$ cat src/ewsg_pkg.sv
// Constants for the external bus wait-state generator.
// Assumes a single core clock domain and a plain register port.

package ewsg_pkg;

	// ==================================================
	// Widths
	localparam int EWSG_AW  = 8;  // Register port address width
	localparam int EWSG_DW  = 16; // Register width
	localparam int EWSG_PAW = 20; // Extended program address width
	localparam int EWSG_FW  = 3;  // One region field
	localparam int EWSG_CW  = 4;  // Effective count, up to 14

	// ==================================================
	// Register offsets
	localparam logic [EWSG_AW-1:0] EWSG_OFS_REGION = 8'h28;
	localparam logic [EWSG_AW-1:0] EWSG_OFS_MULT   = 8'h2B;

	// ==================================================
	// Field positions
	localparam int EWSG_XPA_BIT = 15;
	localparam int EWSG_IO_LSB  = 12;
	localparam int EWSG_DHI_LSB = 9;
	localparam int EWSG_DLO_LSB = 6;
	localparam int EWSG_PHI_LSB = 3;
	localparam int EWSG_PLO_LSB = 0;
	localparam int EWSG_DBL_BIT = 0;
	localparam int EWSG_HALF_BIT = 15; // Upper or lower half of a 64K page

	// ==================================================
	// Values after reset
	localparam logic [EWSG_DW-1:0] EWSG_REGION_RST = 16'h7FFF;
	localparam logic [EWSG_DW-1:0] EWSG_MULT_RST   = 16'h0000;

	// ==================================================
	// Access space codes
	localparam logic [1:0] EWSG_SP_PROG = 2'h0;
	localparam logic [1:0] EWSG_SP_DATA = 2'h1;
	localparam logic [1:0] EWSG_SP_IO   = 2'h2;

endpackage

$ cat src/ewsg_top.sv
// External bus wait-state generator: region registers and access timing.
// Assumes the core issues one access at a time and ready is synchronous.
`timescale 1ns/100ps

module ewsg_top (
	// Clock and reset
	input  wire logic                         SYS_CLK_IN,
	input  wire logic                         ARST_N_IN,
	// Register port
	input  wire logic [ewsg_pkg::EWSG_AW-1:0]  REG_ADDR_IN,
	input  wire logic [ewsg_pkg::EWSG_DW-1:0]  REG_WDATA_IN,
	input  wire logic                         REG_WR_IN,
	input  wire logic                         REG_RD_IN,
	output logic      [ewsg_pkg::EWSG_DW-1:0]  REG_RDATA_OUT,
	// Core access request
	input  wire logic                         ACC_START_IN,
	input  wire logic [1:0]                   ACC_SPACE_IN,
	input  wire logic [ewsg_pkg::EWSG_PAW-1:0] ACC_ADDR_IN,
	// External ready
	input  wire logic                         READY_IN,
	// Access status
	output logic                              ACC_BUSY_OUT,
	output logic                              ACC_DONE_OUT,
	output logic      [ewsg_pkg::EWSG_CW-1:0]  WAIT_COUNT_OUT,
	output logic                              WSG_CLK_ACTIVE_OUT
);
	import ewsg_pkg::*;

	// ==================================================
	// Register state
	logic [EWSG_DW-1:0] region_wait_select_r;
	logic               wait_count_doubler_r;
	logic               region_written_r;

	// ==================================================
	// Decoded fields
	logic               extended_program_range_select;
	logic [EWSG_FW-1:0] io_field;
	logic [EWSG_FW-1:0] data_hi_field;
	logic [EWSG_FW-1:0] data_lo_field;
	logic [EWSG_FW-1:0] prog_hi_field;
	logic [EWSG_FW-1:0] prog_lo_field;

	// ==================================================
	// Access path
	logic               sel_region;
	logic               sel_mult;
	logic [EWSG_FW-1:0] base_sel;
	logic [EWSG_CW-1:0] eff_count;
	logic               acc_take;
	logic               all_zero;
	logic               ctr_busy;
	logic               ctr_done;
	logic [EWSG_DW-1:0] rdata_nxt;

	// Address decode of the register port
	assign sel_region = (REG_ADDR_IN == EWSG_OFS_REGION);
	assign sel_mult   = (REG_ADDR_IN == EWSG_OFS_MULT);

	// Field views of the region register
	assign extended_program_range_select = region_wait_select_r[EWSG_XPA_BIT];
	assign io_field      = region_wait_select_r[EWSG_IO_LSB +: EWSG_FW];
	assign data_hi_field = region_wait_select_r[EWSG_DHI_LSB +: EWSG_FW];
	assign data_lo_field = region_wait_select_r[EWSG_DLO_LSB +: EWSG_FW];
	assign prog_hi_field = region_wait_select_r[EWSG_PHI_LSB +: EWSG_FW];
	assign prog_lo_field = region_wait_select_r[EWSG_PLO_LSB +: EWSG_FW];

	// ==================================================
	// Region wait register
	// Reset value gives seven waits in every region
	// Writes land whole; the range select is an ordinary stored bit
	always_ff @(posedge SYS_CLK_IN or negedge ARST_N_IN) begin
		if (!ARST_N_IN) begin
			region_wait_select_r <= EWSG_REGION_RST;
		end else if (REG_WR_IN && sel_region) begin
			region_wait_select_r <= REG_WDATA_IN;
		end
	end

	// Marks that software has taken over the region fields
	// Read only by the reset check below; it costs one flip-flop
	always_ff @(posedge SYS_CLK_IN or negedge ARST_N_IN) begin
		if (!ARST_N_IN) begin
			region_written_r <= 1'b0;
		end else if (REG_WR_IN && sel_region) begin
			region_written_r <= 1'b1;
		end
	end

	// ==================================================
	// Multiplier control register
	// Only the doubler bit is stored; upper bits have no flip-flops
	// Writes to bits 15..1 vanish, so they always read back as zero
	always_ff @(posedge SYS_CLK_IN or negedge ARST_N_IN) begin
		if (!ARST_N_IN) begin
			wait_count_doubler_r <= EWSG_MULT_RST[EWSG_DBL_BIT];
		end else if (REG_WR_IN && sel_mult) begin
			wait_count_doubler_r <= REG_WDATA_IN[EWSG_DBL_BIT];
		end
	end

	// ==================================================
	// Read data mux
	// Unmapped offsets read as zero
	always_comb begin
		rdata_nxt = '0;
		if (sel_region) begin
			rdata_nxt = region_wait_select_r;
		end else if (sel_mult) begin
			rdata_nxt[EWSG_DBL_BIT] = wait_count_doubler_r;
		end
	end

	// Read data stand only in the cycle after the strobe
	// Zero otherwise, so a stale word is never taken for a fresh one
	always_ff @(posedge SYS_CLK_IN or negedge ARST_N_IN) begin
		if (!ARST_N_IN) begin
			REG_RDATA_OUT <= '0;
		end else if (REG_RD_IN) begin
			REG_RDATA_OUT <= rdata_nxt;
		end else begin
			REG_RDATA_OUT <= '0;
		end
	end

	// ==================================================
	// Region select
	// An illegal space code falls back to the I/O field, the safe choice
	// Only address bit 15 matters; page bits above it select nothing
	always_comb begin
		base_sel = io_field;
		unique case (ACC_SPACE_IN)
			EWSG_SP_IO: begin
				base_sel = io_field;
			end
			EWSG_SP_DATA: begin
				if (ACC_ADDR_IN[EWSG_HALF_BIT]) begin
					base_sel = data_hi_field;
				end else begin
					base_sel = data_lo_field;
				end
			end
			EWSG_SP_PROG: begin
				if (extended_program_range_select) begin
					base_sel = prog_lo_field;
				end else if (ACC_ADDR_IN[EWSG_HALF_BIT]) begin
					base_sel = prog_hi_field;
				end else begin
					base_sel = prog_lo_field;
				end
			end
			default: begin
				base_sel = io_field;
			end
		endcase
	end

	// Scaling by one or two; the doubled value tops out at 14
	assign eff_count = wait_count_doubler_r ? {base_sel, 1'b0} : {1'b0, base_sel};

	// New access accepted only when the previous one has finished
	// A start met while busy is dropped; the core must wait for done
	assign acc_take = ACC_START_IN && !ctr_busy;

	// ==================================================
	// Effective count latch
	// Held until the next taken access, for the core's bus timing
	always_ff @(posedge SYS_CLK_IN or negedge ARST_N_IN) begin
		if (!ARST_N_IN) begin
			WAIT_COUNT_OUT <= '0;
		end else if (acc_take) begin
			WAIT_COUNT_OUT <= eff_count;
		end
	end

	// ==================================================
	// Clock gating request
	// Upper program field counts only while the range select is clear
	assign all_zero = (io_field == '0) && (data_hi_field == '0) && (data_lo_field == '0) &&
		(prog_lo_field == '0) && (extended_program_range_select || prog_hi_field == '0);

	// Drives the enable of the generator's clock gate cell
	// Gating saves power only; access timing is the same either way
	always_ff @(posedge SYS_CLK_IN or negedge ARST_N_IN) begin
		if (!ARST_N_IN) begin
			WSG_CLK_ACTIVE_OUT <= 1'b1;
		end else begin
			WSG_CLK_ACTIVE_OUT <= !all_zero;
		end
	end

	// ==================================================
	// Wait counter
	// The counter sees every start but acts only while idle,
	// which is exactly the condition of acc_take above
	ewsg_wait_counter #(
		.CW        (EWSG_CW)
	) u_counter (
		.clk_in    (SYS_CLK_IN),
		.arst_n_in (ARST_N_IN),
		.start_in  (ACC_START_IN),
		.count_in  (eff_count),
		.ready_in  (READY_IN),
		.busy_out  (ctr_busy),
		.done_out  (ctr_done)
	);

	// Counter flags are already flip-flops
	assign ACC_BUSY_OUT = ctr_busy;
	assign ACC_DONE_OUT = ctr_done;
endmodule

$ cat src/ewsg_wait_counter.sv
// Per-access wait counter: counts machine cycles, then waits for ready.
// Assumes start pulses come from the core and ready is synchronous.
`timescale 1ns/100ps

module ewsg_wait_counter #(
	parameter int CW = ewsg_pkg::EWSG_CW
) (
	// Clock and reset
	input  wire logic          clk_in,
	input  wire logic          arst_n_in,
	// Access request
	input  wire logic          start_in,
	input  wire logic [CW-1:0] count_in,
	input  wire logic          ready_in,
	// Access status
	output logic               busy_out,
	output logic               done_out
);
	import ewsg_pkg::*;

	typedef enum logic [1:0] {EWSG_ST_IDLE, EWSG_ST_WAIT, EWSG_ST_READY} ewsg_state_t;

	ewsg_state_t    state_r;
	logic [CW-1:0]  cnt_r;

	// ==================================================
	// Sequencer
	// Busy covers one base cycle plus every wait cycle plus ready stretch
	always_ff @(posedge clk_in or negedge arst_n_in) begin
		if (!arst_n_in) begin
			state_r  <= EWSG_ST_IDLE;
			cnt_r    <= '0;
			busy_out <= 1'b0;
			done_out <= 1'b0;
		end else begin
			done_out <= 1'b0;
			unique case (state_r)
				EWSG_ST_IDLE: begin
					if (start_in) begin
						cnt_r    <= count_in;
						busy_out <= 1'b1;
						state_r  <= (count_in == '0) ? EWSG_ST_READY : EWSG_ST_WAIT;
					end
				end
				EWSG_ST_WAIT: begin
					cnt_r <= cnt_r - 1'b1;
					if (cnt_r == CW'(1)) begin
						state_r <= EWSG_ST_READY;
					end
				end
				EWSG_ST_READY: begin
					// External device may stretch beyond the programmed count
					if (ready_in) begin
						done_out <= 1'b1;
						busy_out <= 1'b0;
						state_r  <= EWSG_ST_IDLE;
					end
				end
			endcase
		end
	end
endmodule
$ cat config.mk
export PLATFORM = sky130hd
export DESIGN_NAME = ewsg_top
export DESIGN_NICKNAME = d
export VERILOG_FILES = /design/src/ewsg_pkg.sv /design/src/ewsg_top.sv /design/src/ewsg_wait_counter.sv
export SDC_FILE = /design/constraint.sdc
export NUM_CORES = 1
export LEC_CHECK = 0
export BUFFER_PORTS_ARGS = -buffer_cell sky130_fd_sc_hd__buf_2
export CORE_UTILIZATION = 43
export CTS_BUF_LIST = sky130_fd_sc_hd__clkbuf_8
export CTS_CLUSTER_DIAMETER = 60
export DETAILED_ROUTE_END_ITERATION = 8
export PLACE_DENSITY = 0.71
export SLEW_MARGIN = 10
export SYNTH_ARGS = -nofsm -noshare
export SYNTH_HDL_FRONTEND = slang
export SYNTH_SLANG_ARGS = --single-unit
export TNS_END_PERCENT = 50
$ cat constraint.sdc
create_clock -name SYS_CLK_IN -period 4.2 [get_ports SYS_CLK_IN]
set_clock_uncertainty 0.15 [all_clocks]
set_input_delay 0.21 -clock SYS_CLK_IN [delete_from_list [all_inputs] [get_ports SYS_CLK_IN]]
set_output_delay 0.21 -clock SYS_CLK_IN [all_outputs]
set_load 0.05 [all_outputs]
# Word level (Yosys, flattened, before mapping)
# Cells that the tools add are included.
# word_totals
regBits	46
latch_bits	0
ramBits	0
rom_bits	0
input_bits	52
elab_cells	63
memories	0
# op_classes
add_sub_neg	1
n_mul	0
n_div	0
n_lt_le_gt_ge	0
eq_ne	9
n_shift	0
n_mux	21
bitwise	0
reduce_logical	23
# op_table
op	count
== test 8 x 6 -> 1 bit (second input constant)	2
2-to-1 mux 16 bit	1
zero test 3 bit	5
2-to-1 mux 15 bit	1
2-to-1 mux 3 bit	3
2-to-1 mux 2 bit	4
2-to-1 mux 4 bit	2
case mux 4 bit (2 select lines)	1
logical AND 1 bit	7
2-to-1 mux 1 bit	6
case mux 2 bit (3 select lines)	1
case mux 3 bit (2 select lines)	1
AND reduction 3 bit	2
== test 2 x 1 -> 1 bit (second input constant)	2
== test 4 x 1 -> 1 bit (second input constant)	1
zero test 2 bit	2
zero test 4 bit	1
!= test 2 bit (second input constant)	2
nonzero test 2 bit	2
subtractor 4 x 1 -> 4 bit (second input constant)	1
== test 2 bit (second input constant)	1
zero test 1 bit	2
!= test 2 x 1 -> 1 bit (second input constant)	1
case mux 1 bit (2 select lines)	1
other kinds (2)	2

# Longest topological paths before layout
# Gate-level depths: netlist (run 1).
# depth
depth_word	8
depth_mapped	8

# Cells and area by module
# A second synthesis (run 1) with hierarchy kept.
# hier_totals
hier_cells	183
area_unflattened_um2	2225.9
# modules_own_cells
mod	instances	cells_per_inst	area_each_um2	seq_area_each_um2
ewsg_top	1	127	1677.9	970.9
ewsg_wait_counter	1	56	548.0	200.2

# Worst setup path after synthesis (run 1)
# OpenSTA, ideal clock, no wires.
# synth_path
path_kind	reg-to-reg
startpoint	register u_counter.state_r[1]
endpoint	register u_counter.cnt_r[3]
setup_ns	0.127
arrival_time_ns	1.542
t_required_ns	3.923
setup_slack_ns	2.382
stages_incl_launch_ff	9
n_path_buf	1
period_less_slack_ns	1.818
cell_sequence	dfrtp_1 > inv_1 > ha_1 > clkbuf_1 > mux2i_1 > nor3_1 > a21o_1 > a22oi_1 > o21ai_1
# synth_between
elab_chain_cells	3
word_cells_on_any_way	6
# synth_rtl
element	line_no	source
start: declaration	ewsg_wait_counter.sv:23	ewsg_state_t state_r;
start signal: assignment	ewsg_wait_counter.sv:42	state_r <= (count_in == '0) ? EWSG_ST_READY : EWSG_ST_WAIT;
== test 2 x 1 -> 1 bit / zero test 2 bit (equally long branches)	ewsg_wait_counter.sv:37	unique case (state_r)
nonzero test 2 bit (no line) / != test 2 bit (equally long branches)	-	
AND reduction 2 bit (no line)	-	
end signal: assignment	ewsg_wait_counter.sv:40	cnt_r <= count_in;
end signal: assignment	ewsg_wait_counter.sv:46	cnt_r <= cnt_r - 1'b1;
end: declaration	ewsg_wait_counter.sv:24	logic [CW-1:0] cnt_r;
# Several ways; a longest one is shown, not always the timed one.
# A chain may end at the register's enable or synchronous reset.

# Final worst setup path (run 1)
# layout_path
startpoint	register u_counter.state_r[0]
endpoint	register u_counter.cnt_r[3]
# Same word-level chain as after synthesis.

==> results by group, run 1 <==
Status
  – Status: finished with violations
  – Failing checks: design-rule violations

Drt
  – Total number of vias: 1,496
  – Final antenna-violating net count: 0
  – TritonRoute pass-1 iters: 6
  – # DRC: 3
  – Overall routed net length: 3.92 mm
  – Initial DRC count: 55
  – WL/cell: 13.0 um
  – Vias per Instance: 4.97

Power
  – Internal power: 799 uW
  – Switching part of the total: 31.8%
  – Sequential Power Share: 45.4%
  – Total power: 1.17 mW
  – PwrDens: 437 nW/um^2
  – Comb pwr share: 27.1%
  – Switch Pwr: 373 uW
  – Leakage: 1.32 nW
  – Clock share of power: 27.5%
  – Worst vdd ir: 238 uV

Global routing
  – Vias in the first global route: 1,533
  – First-pass GRT wire length: 6.80 mm
  – Remaining Overflow, GRT: 0
  – Initial antenna violation count: 0
  – Total track usage: 17.8%
  – Largest net degree at the start of global routing: 47

Synthesis
  – Ys async rst share: 100%
  – Register area share after synthesis: 57.0%
  – Post-synth EDFFs: 0
  – Synthesis Warnings: 0
  – Avg Cell Area, Syn: 12.1 um^2
  – Ys flop type: dfrtp_1
  – Compound-Gate Fraction of Synth Area: 8.65%
  – Yosys cell types: 37
  – Mux share of post-synthesis cell area: 13.2%
  – Post-synthesis simple-gate area fraction: 16.3%
  – Post-Synth XOR/XNOR Area: 0%
  – Synth Area in Adders: 3.05%
  – Mapped Cells: 170
  – Largest family of logic cells by synthesized area: simple AND/OR/NAND/NOR gates
  – Syn Nets: 227
  – Register bit total from synthesis: 46
  – Area of the mapped netlist: 2050 um^2

Critical path
  – Crit-path cells: inv_1, ha_1, mux2i_1, nor3_1, a21o_1, a22oi_1, o21ai_1
  – Critical path startpoint category: flop
  – Cells on worst reg2reg path: 7
  – Crit path from: u_counter.state_r[0]
  – Crit path required time: 4.24 ns
  – R2r startpoint: u_counter.state_r[0]
  – Max stage delay cell, worst path: mux2i_1
  – Crit path largest cell delay: 0.57 ns
  – Worst Setup End Kind: flop
  – FF-to-FF setup slack: 2.18 ns
  – Worst Setup EP: u_counter.cnt_r[3]
  – R2R Path End: u_counter.cnt_r[3]
  – Crit path max fanout: 9
  – Critical Path AT: 2.05 ns
  – Worst setup path category: reg2reg

STA
  – Hold WS: 0.0240 ns
  – Setup TNS Final: 0 ns
  – # setup viols final: 0
  – RSZ-0062 raised after global routing: false
  – Final setup margin: 2.18 ns
  – Final hold violations: 0
  – Final period util: 48.0%
  – Pins Over Slew Limit: 0
  – Final min period: 2.02 ns
  – Fmax: 0.496 GHz
  – Least-Margin Pin Slew: 0.981 ns
  – Relative slew slack: 34.6%

Run
  – Maxcap violations: 0

Layout
  – FF/Latch Area: 1170 um^2
  – Filler instances: 369
  – Non-Filler Instances: 301
  – Area of the multi-input gates: 847 um^2
  – Post-route design area: 2680 um^2
  – Diodes inserted: 0
  – Most frequent cells in the layout: 55 x buf_2, 30 x dfrtp_1, 19 x dlygate4sd3_1, 16 x dfstp_2, 16 x and2_1
  – Syn-to-layout area delta: 30.6%
  – Commonest non-fill, non-tap cell in the layout: buf_2
  – Fin util: 59.9%
  – Share of layout cells above drive strength 1: 36.5%
  – Nets: 305

Place
  – Dpl hpwl: 2.77 mm
  – GPL Wtd Cong: 0.750
  – DP Worst Slack: 2.18 ns
  – Port Buffers: 55
  – Area of placed instances: 2380 um^2
  – Dpl cells: 274

Clocking
  – Worst-path clk slew: 0.08 ns
  – Clock buffer depth: 2
  – Hold_buf cts: 19
  – CTS tree: done
  – Post_cts resized: 0
  – Clk_lat worst skew: 0.30 ns
  – Setup Buffers After CTS: 0
  – TritonCTS sink count: 46
  – Clock buffer count from CTS: 5
  – H-tree depth: 2
  – Root Buffer Master: clkbuf_8

Die
  – Starting Density: 45.9%
  – DIE WIDTH: 71.1 um
  – Placement row count: 24
  – IO Count: 75
  – Die height: 71.1 um
  – Area of the die: 5060 um^2
  – Core Area: 4470 um^2

Worst hold path
  – Hold Path Class: in2reg
final cells by class:
cell class | count | share of cell area [%]
Sequential cell | 46 | 43.7
Multi-Input combinational cell | 115 | 31.6
Timing Repair Buffer | 74 | 17.4
Clock buffer | 5 | 2.57
Tap cell | 52 | 2.43
Clock inverter | 3 | 1.54
Inverter | 6 | 0.840
synth_stat cells, drive strengths merged (3+ instances only):
cell type	instances	share of area [%]
dfrtp	30	37
mux2	17	9.3
and2	16	4.9
dfstp	16	20
nand2	13	2.4
o21ai	11	2.7
mux2i	8	3.9
inv	6	1.1
nor2	6	1.1
ha	5	3.0
nand2b	4	1.2
nor3	4	0.98
a21oi	3	0.73
nor4	3	0.91
logic make-up (layout without fill, tap and decap cells):
kind of cell             after synthesis  in the layout
flip-flops                            46             46
AO/OA/AOI/OAI                         26             26
AND/OR/NAND/NOR                       59             59
multiplexers                          25             25
adder cells (fa/ha/maj)                5              5
buffers and inverters                  9             88
how the worst min path moves through the flow:
stage	from	to	slack, ns	depth (start not counted)
floorplan	ARST_N_IN	REG_RDATA_OUT[0]	-0.24	0
global placement	REG_WDATA_IN[10]	region_wait_select_r[10]	0.27	2
detailed placement	ARST_N_IN	WAIT_COUNT_OUT[3]	0.28	1
CTS	REG_ADDR_IN[4]	REG_RDATA_OUT[0]	0.02	4
global route	REG_ADDR_IN[7]	REG_RDATA_OUT[0]	0.06	4
finish	REG_ADDR_IN[4]	REG_RDATA_OUT[0]	0.02	4
sequential cells by signal, summed over array words and instances, names as in the netlist:
name / cells
WAIT_COUNT_OUT: 4
u_counter.busy_out: 1
u_counter.done_out: 1
wait_count_doubler_r: 1
WSG_CLK_ACTIVE_OUT: 1
REG_RDATA_OUT: 16
region_wait_select_r: 16
u_counter.cnt_r: 4
u_counter.state_r: 2
power by group through the flow:
stage	clock [mW]	sequential [mW]	combinational [mW]
after floorplan	0	0.598	0.165
after global placement	0	0.538	0.298
after detailed placement	0	0.541	0.305
after CTS	0.332	0.533	0.320
after global routing	0.344	0.540	0.356
final	0.322	0.532	0.318
layer usage:
layer | vias to the layer above | track usage (%) | routed length, um
met2 | 33 | 30.0 | 1900
met3 | 7 | 4.27 | 174
met5 | - | 0 | 0
met4 | 0 | 8.67 | 81
met1 | 702 | 21.4 | 1760
li1 | 754 | - | -
worst max-delay path, delay by kind of cell, from the launching register on:
kind                       cells  cell delay (ns)
AOI/OAI and AO/OA              3             0.39
adders and majority gates      1             0.20
buffers and inverters          1             0.09
DFF                            1             0.40
muxes                          1             0.57
and+or+nand+nor                1             0.11
No activity file was read; power rests on OpenSTA's default activity.
==> inputs of run 2 (changes only) <==
Settings changed: ABC_AREA set to 1, PLACE_DENSITY 0.71 to 0.73.
Clock period 4.2 ns to 1.7 ns, I/O delays scaled along.
==> run 2 against run 1 <==
Worst setup slack got worse by 2.0 ns. The flow now finishes without violations. Largest power group unchanged. Design area grew 6.8%. Cell count increased by 35%. First-iteration DRC count up 29%.
==> results by group, run 2 <==
Status
  – Status: finished, final reports clean

STA
  – RSZ-0062 raised after global routing: false
  – Relative slew slack: 66.5% (+32 points)
  – Final hold violations: 0 (unchanged)
  – Least-Margin Pin Slew: 0.502 ns (-0.479 ns)
  – Final min period: 1.54 ns (-0.478 ns)
  – Fmax: 0.651 GHz (+31%)
  – Setup TNS Final: 0 ns (unchanged)
  – # setup viols final: 0 (unchanged)
  – Hold WS: 0.0164 ns (-0.00764 ns)
  – Pins Over Slew Limit: 0 (unchanged)
  – Final period util: 90.4% (+42 points)

Drt
  – TritonRoute pass-1 iters: 4 (-2)
  – Final antenna-violating net count: 0 (unchanged)
  – Vias per Instance: 4.62 (-7.0%)
  – Total number of vias: 1,877 (+25%)
  – Overall routed net length: 4.69 mm (+20%)
  – # DRC: 0 (-3)
  – WL/cell: 11.6 um (-11%)
  – Initial DRC count: 71 (+29%)

Layout
  – Filler instances: 422 (+14%)
  – Non-Filler Instances: 406 (+35%)
  – Nets: 395 (+30%)
  – Fin util: 59.4% (-0.50 points)
  – Share of layout cells above drive strength 1: 29.2% (-7.3 points)
  – Most frequent cells in the layout: 57 x nand2_1, 55 x buf_2, 39 x inv_1, 30 x dfrtp_1
  – FF/Latch Area: 1170 um^2 (unchanged)
  – Syn-to-layout area delta: 30.7%
  – Area of the multi-input gates: 838 um^2 (-1.0%)
  – Diodes inserted: 0 (unchanged)
  – Commonest non-fill, non-tap cell in the layout: nand2_1
  – Largest registers: REG_RDATA_OUT: 16 flops, region_wait_select_r: 16 flops

Place
  – Port Buffers: 55 (unchanged)
  – Dpl hpwl: 3.34 mm (+21%)
  – Dpl cells: 376 (+37%)
  – GPL Wtd Cong: 0.775 (+3.3%)

Synthesis
  – Avg Cell Area, Syn: 8.55 um^2 (-29%)
  – Post-synth top area share: 34.3% (-2.3 points)
  – Ys async rst share: 100% (unchanged)
  – Register area share after synthesis: 53.5% (-3.6 points)
  – Yosys cell types: 28 (-24%)
  – Post-synth EDFFs: 0 (unchanged)
  – Ys flop type: dfrtp_1
  – Synth cell count leaders: 57 x nand2_1, 38 x inv_1, 30 x dfrtp_1
  – Count leader, synth: nand2_1
  – Top post-synthesis cells by area: dfrtp_1 34%, dfstp_2 19%, nand2_1 9.8%
  – Synthesis Warnings: 0 (unchanged)
  – Area of the mapped netlist: 2190 um^2 (+6.6%)
  – Mapped Cells: 256 (+51%)
  – Area leader, netlist: dfrtp_1
  – Syn Nets: 313 (+38%)
  – Register bit total from synthesis: 46 (unchanged)

Clocking
  – Worst-path clk slew: 0.08 ns (about the same)
  – Clk_lat worst skew: 0.30 ns (about the same)
  – H-tree depth: 2 (unchanged)
  – Clock buffer depth: 2 (unchanged)
  – Root Buffer Master: clkbuf_8
  – TritonCTS sink count: 46 (unchanged)
  – Clock buffer count from CTS: 5 (unchanged)
  – Setup Buffers After CTS: 0 (unchanged)
  – CTS tree: done

Die
  – DIE WIDTH: 73.4 um (+3.2%)
  – Starting Density: 45.5% (-0.43 points)
  – Placement row count: 25 (+4.2%)
  – Area of the die: 5380 um^2 (+6.5%)
  – Core Area: 4820 um^2 (+7.7%)
  – IO Count: 75 (unchanged)
  – Die height: 73.4 um (+3.2%)

Power
  – Worst vdd ir: 541 uV (+130%)
  – Switching part of the total: 37.8% (+6.0 points)
  – Leakage: 1.56 nW (+19%)
  – PwrDens: 1080 nW/um^2 (+150%)
  – Switch Pwr: 1.17 mW (+210%)
  – Clock share of power: 20.4% (-7.1 points)
  – Comb pwr share: 36.1% (+9.0 points)
  – Internal power: 1.93 mW (+140%)
  – Total power: 3.10 mW (+160%)
  – Sequential Power Share: 43.5% (-1.9 points)

Run
  – Maxcap violations: 0 (unchanged)

Critical path
  – Worst Setup End Kind: flop
  – Crit path required time: 1.75 ns (-2.49 ns)
  – Critical Path AT: 1.59 ns (-0.46 ns)
  – Crit path max fanout: 5 (-4)
  – Worst setup path category: reg2reg
  – Critical path startpoint category: flop

Global routing
  – Remaining Overflow, GRT: 0 (unchanged)
  – Largest net degree at the start of global routing: 32 (-32%)
  – Vias in the first global route: 1,814 (+18%)
  – Initial antenna violation count: 0 (unchanged)
  – First-pass GRT wire length: 7.92 mm (+16%)
  – Total track usage: 19.8% (+2.0 points)

Worst hold path
  – Hold Path Class: in2reg
-- run 2: cell count changes after synthesis, moves of 3 or more --
cell and change:
nand3_1 +10, nor2_2 +3, nor3_1 +12, nand2b_1 -4
and2_1 -16, inv_1 +32, buf_6 +3, mux2_1 -10
mux2i_1 -8, nor2_1 +16, a21oi_1 +17, mux2_2 -7
nand2_1 +44
-- run 2: per-layer routing --
| layer | global-route usage (%) | routed length (um) |
|---|---|---|
| met2 | 33.4 | 2310 |
| met4 | 7.69 | 72 |
| met3 | 4.53 | 185 |
| met5 | 0 | 0 |
| met1 | 24.6 | 2130 |
-- run 2: repair_timing --
action,4_1_cts,5_1_grt
resized for setup,0,7
hold buffers,22,0
hold endpoints to repair,55,0
setup endpoints to repair,0,5
-- run 2: power groups by stage --
stage	combinational (mW)	sequential (mW)	clock [mW]
after floorplan	0.566	1.54	0
after global placement	0.989	1.36	0
after detailed placement	1.03	1.36	0
after CTS	1.07	1.35	0.643
after global routing	1.29	1.37	0.683
final	1.12	1.35	0.632
-- run 2: final cells by class --
| type | instances | area share [%] |
|---|---|---|
| Clock inverter | 3 | 0.524 |
| Multi-Input combinational cell | 164 | 29.3 |
| Tap cell | 67 | 2.93 |
| Timing Repair Buffer | 80 | 18.5 |
| Sequential cell | 46 | 40.9 |
| Clock buffer | 5 | 2.40 |
| Inverter | 41 | 5.42 |
-- run 2: per-stage QoR --
stage | cell area (um^2) | setup WS, ns
after global routing | 2860 | 0.0000171
after floorplan | 2190 | 0.278
after detailed placement | 2540 | 0.128
after CTS | 2850 | 0.0757
after global placement | 2540 | 0.173
final | 2860 | 0.163
-- run 2: path summary, 6_finish.rpt --
kind | start | endpoint | slack [ns] | cells after the start
setup reg to reg | region_wait_select_r[15] | u_counter.cnt_r[2] | 0.16 | 10
setup / recovery | region_wait_select_r[15] | u_counter.cnt_r[2] | 0.16 | 10
hold / removal | REG_ADDR_IN[0] | REG_RDATA_OUT[0] | 0.02 | 5
hold reg to reg | WAIT_COUNT_OUT[2] | WAIT_COUNT_OUT[2] | 0.34 | 2
min in group asynchronous | ARST_N_IN | REG_RDATA_OUT[9] | 0.12 | 2
max in group asynchronous | ARST_N_IN | WSG_CLK_ACTIVE_OUT | 0.69 | 3
-- run 2: critical path, cell delays in order, from the launching register on --
cell	delay (ns)
dfrtp_1	0.43
inv_1	0.15
nand3_1	0.09
nand2_1	0.08
nor2_2	0.04
nor2_2	0.16
nand2_1	0.07
nand2_1	0.11
nand2_1	0.07
nand2_1	0.06
nand2_1	0.04
-- run 2: logic make-up (layout without fill, tap and decap cells) --
group / after synthesis / after routing / share of synthesized area (%)
AND/OR/NAND/NOR: 123 / 123 / 25.8
flip-flops: 46 / 46 / 53.5
buffers and inverters: 46 / 129 / 8.97
AO/OA/AOI/OAI: 35 / 35 / 8.46
adder cells (fa/ha/maj): 5 / 5 / 2.86
XOR/XNOR: 1 / 1 / 0.400
